===== config.mk =====
export PLATFORM = sky130hd
export DESIGN_NAME = erpc_top
export DESIGN_NICKNAME = d
export VERILOG_FILES = /design/src/design/erpc_pkg.sv /design/src/design/erpc_resume_split.sv /design/src/design/erpc_top.sv
export SDC_FILE = /design/constraint.sdc
export NUM_CORES = 1
export LEC_CHECK = 0
export BUFFER_PORTS_ARGS = -buffer_cell sky130_fd_sc_hd__buf_2
export CAP_MARGIN = 0
export CORE_MARGIN = 5
export CORE_UTILIZATION = 42
export CTS_BUF_LIST = sky130_fd_sc_hd__clkbuf_16
export DETAILED_ROUTE_END_ITERATION = 8
export PLACE_DENSITY = 0.79
export SLEW_MARGIN = 15
export SYNTH_ARGS = -nofsm -noshare
export SYNTH_HDL_FRONTEND = slang
export SYNTH_HIERARCHICAL = 1
export SYNTH_SLANG_ARGS = --single-unit

===== constraint.sdc =====
create_clock -name clk -period 2.5 [get_ports clk]
set_clock_uncertainty 0.1 [all_clocks]
set_input_delay 0.5 -clock clk [delete_from_list [all_inputs] [get_ports clk]]
set_output_delay 0.5 -clock clk [all_outputs]
set_load 0.02 [all_outputs]

===== src/design/erpc_pkg.sv =====
// Package for the error resume address capture block
package erpc_pkg;

  localparam int unsigned ERPC_WIDTH = 64;
  localparam int unsigned ERPC_MODE_BIT = 0;

  // Classes of error exception sharing one resume register
  typedef enum logic [1:0] {
    ERPC_CAUSE_RESET = 2'b00,
    ERPC_CAUSE_SOFT_RESET = 2'b01,
    ERPC_CAUSE_NMI = 2'b10,
    ERPC_CAUSE_CACHE_ERR = 2'b11
  } erpc_cause_type;

  // Hardware capture request from the exception logic
  typedef struct packed {
    logic valid;
    erpc_cause_type cause;
    logic in_delay_slot;
    logic [ERPC_WIDTH-1:0] fault_pc;
    logic [ERPC_WIDTH-1:0] branch_pc;
    logic isa_mode;
  } erpc_capture_type;

  // Software access on the coprocessor register port
  typedef struct packed {
    logic wr_en;
    logic [ERPC_WIDTH-1:0] wr_data;
  } erpc_sw_write_type;

  // Redirect produced by the error return instruction
  typedef struct packed {
    logic valid;
    logic [ERPC_WIDTH-1:0] pc;
    logic isa_mode;
  } erpc_redirect_type;

  // Capture state machine
  typedef enum logic [1:0] {
    ERPC_ST_EMPTY = 2'b00,
    ERPC_ST_HW = 2'b01,
    ERPC_ST_SW = 2'b10
  } erpc_state_type;

  localparam erpc_state_type ERPC_STATE_RESET = ERPC_ST_EMPTY;

endpackage : erpc_pkg


===== src/design/erpc_resume_split.sv =====
// Splits a stored resume word into fetch address and mode bit
module erpc_resume_split
  import erpc_pkg::*;
#(
  parameter bit HAS_COMPRESSED = 1'b1
) (
  input wire logic [ERPC_WIDTH-1:0] stored,
  output logic [ERPC_WIDTH-1:0] pc,
  output logic isa_mode
);

  // Bit 0 only means mode when the compressed set exists
  always_comb begin
    if (HAS_COMPRESSED) begin
      pc = {stored[ERPC_WIDTH-1:1], 1'b0};
      isa_mode = stored[ERPC_MODE_BIT];
    end else begin
      pc = stored;
      isa_mode = 1'b0;
    end
  end

endmodule : erpc_resume_split


===== src/design/erpc_top.sv =====
// Error resume address register with capture and return redirect
module erpc_top
  import erpc_pkg::*;
#(
  parameter bit HAS_COMPRESSED = 1'b1
) (
  input wire logic clk,
  input wire logic rst,
  input wire erpc_capture_type capture,
  input wire erpc_sw_write_type sw_write,
  input wire logic exception_return_instruction_req,
  output logic [ERPC_WIDTH-1:0] sw_rd_data,
  output erpc_redirect_type redirect,
  output erpc_state_type src_state,
  output erpc_cause_type last_cause
);

  logic [ERPC_WIDTH-1:0] resume_q;
  logic [ERPC_WIDTH-1:0] resume_d;
  erpc_state_type state_q;
  erpc_state_type state_d;
  erpc_cause_type cause_q;
  erpc_cause_type cause_d;
  erpc_redirect_type redir_q;
  erpc_redirect_type redir_d;
  logic [ERPC_WIDTH-1:0] split_pc;
  logic split_mode;
  logic [ERPC_WIDTH-1:0] cap_addr;

  // Pick the resume address the hardware would store
  function automatic logic [ERPC_WIDTH-1:0] capture_word(
    input erpc_capture_type c,
    input bit compressed
  );
    logic [ERPC_WIDTH-1:0] a;
    a = c.in_delay_slot ? c.branch_pc : c.fault_pc;
    if (compressed) begin
      a = {a[ERPC_WIDTH-1:1], c.isa_mode};
    end
    return a;
  endfunction : capture_word

  assign cap_addr = capture_word(capture, HAS_COMPRESSED);

  // Resume word: no reset, since its content is undefined anyway
  always_comb begin
    resume_d = resume_q;
    if (capture.valid) begin
      resume_d = cap_addr;
    end else if (sw_write.wr_en) begin
      resume_d = sw_write.wr_data;
    end
  end

  // Plain flop; reset leaves value alone
  always_ff @(posedge clk) begin
    resume_q <= resume_d;
  end

  // Source tracker and last cause, useful for debug visibility
  always_comb begin
    state_d = state_q;
    cause_d = cause_q;
    case (state_q)
      ERPC_ST_EMPTY, ERPC_ST_HW, ERPC_ST_SW: begin
        if (capture.valid) begin
          state_d = ERPC_ST_HW;
          cause_d = capture.cause;
        end else if (sw_write.wr_en) begin
          state_d = ERPC_ST_SW;
        end
      end
      default: begin
        state_d = ERPC_ST_EMPTY;
      end
    endcase
  end

  always_ff @(posedge clk or posedge rst) begin
    if (rst) begin
      state_q <= ERPC_STATE_RESET;
      cause_q <= ERPC_CAUSE_RESET;
    end else begin
      state_q <= state_d;
      cause_q <= cause_d;
    end
  end

  // Interpretation of the word happens only on return
  erpc_resume_split #(
    .HAS_COMPRESSED(HAS_COMPRESSED)
  ) u_split (
    .stored(resume_q),
    .pc(split_pc),
    .isa_mode(split_mode)
  );

  // Redirect registered one cycle after the return request
  always_comb begin
    redir_d.valid = exception_return_instruction_req;
    redir_d.pc = exception_return_instruction_req ? split_pc : redir_q.pc;
    redir_d.isa_mode = exception_return_instruction_req ? split_mode : redir_q.isa_mode;
  end

  always_ff @(posedge clk or posedge rst) begin
    if (rst) begin
      redir_q <= '0;
    end else begin
      redir_q <= redir_d;
    end
  end

  // Software sees the raw word, mode bit included
  assign sw_rd_data = resume_q;
  assign redirect = redir_q;
  assign src_state = state_q;
  assign last_cause = cause_q;

  // Capture lands next cycle with chosen address
  a_capture_addr: assert property (@(posedge clk) disable iff (rst)
    capture.valid |=> sw_rd_data == $past(cap_addr))
    else $error("capture address not stored");

  // Delay slot selects the branch address
  a_delay_slot: assert property (@(posedge clk) disable iff (rst)
    capture.valid && capture.in_delay_slot |=>
      sw_rd_data[ERPC_WIDTH-1:1] ==
      $past(capture.branch_pc[ERPC_WIDTH-1:1]))
    else $error("delay slot capture wrong");

  // Hardware wins over software in the same cycle
  a_hw_priority: assert property (@(posedge clk) disable iff (rst)
    capture.valid && sw_write.wr_en |=>
      sw_rd_data != $past(sw_write.wr_data) ||
      $past(cap_addr) == $past(sw_write.wr_data))
    else $error("software write beat hardware capture");

  // Software write stored verbatim
  a_sw_verbatim: assert property (@(posedge clk) disable iff (rst)
    sw_write.wr_en && !capture.valid |=>
      sw_rd_data == $past(sw_write.wr_data))
    else $error("software write not verbatim");

  // Value holds with no writer
  a_hold_value: assert property (@(posedge clk) disable iff (rst)
    !capture.valid && !sw_write.wr_en |=> $stable(sw_rd_data))
    else $error("resume word changed spontaneously");

  // Return pulse follows request by one cycle
  a_exception_return_instruction_pulse: assert property (@(posedge clk) disable iff (rst)
    exception_return_instruction_req |=> redirect.valid)
    else $error("redirect missing after return");

  // Redirect address has bit 0 clear with the compressed set
  a_redir_split: assert property (@(posedge clk) disable iff (rst)
    exception_return_instruction_req && HAS_COMPRESSED |=>
      redirect.pc == {$past(sw_rd_data[ERPC_WIDTH-1:1]), 1'b0} &&
      redirect.isa_mode == $past(sw_rd_data[0]))
    else $error("redirect split wrong");

  // Mode bit captured into bit 0
  a_mode_bit: assert property (@(posedge clk) disable iff (rst)
    capture.valid && HAS_COMPRESSED |=>
      sw_rd_data[0] == $past(capture.isa_mode))
    else $error("mode bit not captured");

  // Cause recorded for any error class
  a_cause_rec: assert property (@(posedge clk) disable iff (rst)
    capture.valid |=> last_cause == $past(capture.cause) &&
      src_state == ERPC_ST_HW)
    else $error("error cause not recorded");

endmodule : erpc_top


After elaboration in Yosys (flattened, before gate mapping)

Index checks and enable logic that the tools add are counted.

Add/sub/neg operators: 0
Multiply operators: 0
Div/mod/pow operators: 0
Magnitude comparators: 0
Equal/unequal tests: 3
Shift-type cells: 0
Mux-type cells: 6
Bitwise logic cells: 0
Reduce and logical (&&, ||, !) cells: 4

Operators with widths:

| operator             | count |
|---|---|
| $mux W64             | 3 |
| $mux W2              | 3 |
| $ne A3 B3 Y1 const B | 1 |
| $reduce_or A3 Y1     | 1 |
| $eq A2 B1 Y1 const B | 1 |
| $eq A2 B2 Y1 const B | 1 |
| $logic_not A2 Y1     | 1 |
| $reduce_and A2 Y1    | 1 |
| $reduce_bool A2 Y1   | 1 |

Register bits after elaboration: 133
Latch bits: 0
Memory bits (writable): 0
ROM bits: 0
Input port bits: 201
Output and inout bits: 134
Word-level logic and storage cells: 19
Memories kept: 0

Longest topological paths before layout

Word-level depth: 3
Depth in mapped cells: 5
Depth with buffers taken out: 2

By module

Netlist, hierarchy kept.

Modules (own cells, without submodules):

| module            | times used | cells each | area an instance (µm²) | sequential area each (µm²) |
|---|---|---|---|---|
| erpc_top          | 1          | 428        | 6,039.5                | 3,673.5 |
| erpc_resume_split | 1          | 66         | 491.7                  | 0.0 |

Least setup slack after synthesis

OpenSTA, ideal clock, no wires.

Path type: input-to-reg
Start point: input port capture[132] in the netlist's numbering
End point: register resume_q[0], in the netlist sw_rd_data[0], enable pin
Setup time: 0.394 ns
Arrival: 1.644 ns
Data required time: 2.006 ns
Setup slack: 0.361 ns
Stages on the path: 3
Path buffers: 2
Cell sequence: clkbuf_2 -> buf_2 -> or2_2

Cells in the longest elaborated chain, start to end: 1

RTL lines:

| item                         | RTL line       | RTL |
|---|---|---|
| start, declared              | erpc_top.sv:9  | `input wire erpc_capture_type capture,` |
| $reduce_bool A2 Y1 (no line) | n/a            |  |
| end signal, assigned         | erpc_top.sv:57 | `resume_q <= resume_d;` |
| end, declared                | erpc_top.sv:18 | `logic [ERPC_WIDTH-1:0] resume_q;` |

No other way between the ends.
A chain may end at the register's enable or synchronous reset.

Worst setup path in the final report

Start point: register resume_q[26], in the netlist sw_rd_data[26]
End point: output port sw_rd_data[26]

RTL lines:

| item          | RTL line       | RTL |
|---|---|---|
| end, declared | erpc_top.sv:12 | `output logic [ERPC_WIDTH-1:0] sw_rd_data,` |

No word-level cell between the ends.

==> metrics.txt <==
CP cell instances buf_2; GRT Overall Usage 17.0%; GR met2 Demand/Resource 30.9%; core area 15200 um2; clock-pin slew on the worst setup and hold paths 0.06 ns; # IOs 335; initial core utilization 43.0%; via count 4637; Tcrit/Tclk final 65.2%; Mapped Nets 695; post-cts sizing count 0; Sink Count 134; Seq/Total Area, Yosys 56.2%; Worst Path Required 1.90 ns; area grow syn2layout 27.8%; CP delay by family, top flip-flops; Post-CTS Setup Inserts 0; Rows 45; diodes inserted 0; initial antenna violation count 0; Min-Delay Path Class in2async; DRT Pass-1 Iters 4; die width 135 um; WL/cell 16.6 um; Max Freq 0.614 GHz; busiest grt layer met2; leak pwr 4.04 nW; Power Density 798 nW/um2; port buffer count 332; register bit total from synthesis 134; setup TNS 0 ns; HPWL after DPL 12.1 mm; placed cells 927; buffers and inverters on the worst path 1; Critical-path top delay cell edfxtp_1; min Tclk post-route 1.63 ns; Num CTS Buffers 17; hold-fix buffers at CTS 0; R2R depth 2; relative slew slack 56.0%; Synth Cell Area 6530 um2; post-route ant nets 0; Slew Limit Fails 0; CP endpoint kind output pin; max cap viols 0; Critical Path Max Stage Delay 0.44 ns; CP max FO 2; root buf cell clkbuf_16; Yosys warning count 6; crit path kind reg2out; Peak VDD IR 0.422 mV; Arrival @ worst endpoint 1.03 ns; CP Launch Type flop; initial DRC count 149; Post-Synthesis Cells 494; total routed wirelength 15.9 mm; RSZ-0062 raised after global routing false; met1 usage 18.8%; commonest cells after routing, fill and taps aside buf_2, dfrtp_1, a21oi_1, edfxtp_1; GP Congestion 0.761; hold_ws 0.0636 ns; critical path depth 1; most common cell after layout, fill and taps aside buf_2; final hold violation count 0; Clk Latency, worst-skew pair 0.40 ns; CTS tree yes; H-tree depth 4; global route overflow 0; largest net degree at the start of global routing 74; final setup vio count 0; Yosys cell types 21; vias in the first global route 4771; outcome finished clean; Worst-Margin Slew 0.660 ns; Vias/cell 4.84; GR Layer Usage met3 5.22%; DRC 0; die area 18100 um2; Die Ht 135 um; synthesized area per cell 13.2 um2; first-pass GRT wire length 24.2 mm; Max clock buf depth 2; Nets 959; share of cells above drive strength 1 56.4%; final cell count without fillers 959
==> report_power, final <==
part           internal [mW]  switching, mW  total (mW)
registers               2.65          0.151        2.80
clock network           1.55          0.904        2.46
logic                  0.589          0.818        1.41
==> cell usage after synthesis (all sizes together) <==
| cell | number | area (um2) |
|---|---|---|
| buf | 91 | 764 |
| dfrtp | 70 | 1750 |
| mux2 | 68 | 841 |
| a21oi | 64 | 320 |
| edfxtp | 64 | 1920 |
| mux2i | 63 | 631 |
| nor2 | 63 | 236 |
| clkbuf | 3 | 12.5 |
| nand2b | 2 | 12.5 |
| a21boi | 1 | 11.3 |
| a2bb2oi | 1 | 8.76 |
| conb | 1 | 3.75 |
| inv | 1 | 3.75 |
| nor2b | 1 | 6.26 |
| or2 | 1 | 6.26 |
==> layout make-up <==
class	count	area, um2
inverters	1	5.00
multi-input cells	265	2080
clock buffers	17	425
well taps	188	235
fillers	1311	6850
flip-flops and latches	134	3670
repair buffers	339	1770
clock inverters	15	160
==> flip-flops by register name, summed over array words and instances (netlist names) <==
name        flops
src_state       2
last_cause      2
redirect       66
sw_rd_data     64
==> cells by family after synthesis <==
family	Yosys count	share of synthesized area, %
buf+inv	95	12.0
simple gates	67	4.00
compound gates	66	5.21
flops	134	56.2
mux	131	22.5
other cells	1	0.0574
==> metal layers <==
metal	share of wire [%]	routed length [um]
met1	37	5940
met2	52	8310
met3	8.5	1340
met4	1.9	302
met5	0	0
==> worst paths after layout <==
kind                                                from                         to  slack (ns)
worst min register to register  redirect[31]$_DFFE_PP0P_   redirect[31]$_DFFE_PP0P_        0.39
worst max-delay path            sw_rd_data[26]$_DFFE_PP_             sw_rd_data[26]        0.87
min in group clk                            capture[130]  last_cause[0]$_DFFE_PP0P_        0.23
max in group asynchronous                            rst   redirect[10]$_DFFE_PP0P_        1.60
worst min-delay path                                 rst   redirect[29]$_DFFE_PP0P_        0.06
worst max register to register  src_state[1]$_DFFE_PP0P_  last_cause[0]$_DFFE_PP0P_        1.34
==> stage by stage <==
stage / area (um2) / total power, mW / worst slack [ns] / util (%)
after floorplan: 6530 / 3.85 / 0.132 / -
after global routing: 8350 / 6.97 / 0.816 / 54.9
after CTS: 8350 / 6.77 / 0.825 / 54.9
final: 8350 / 6.66 / 0.871 / 54.9
after global placement: 7760 / 4.23 / 0.724 / 51.1
after detailed placement: 7760 / 4.27 / 0.711 / 51.1
Note: power is estimated with default switching activity, not from simulation.
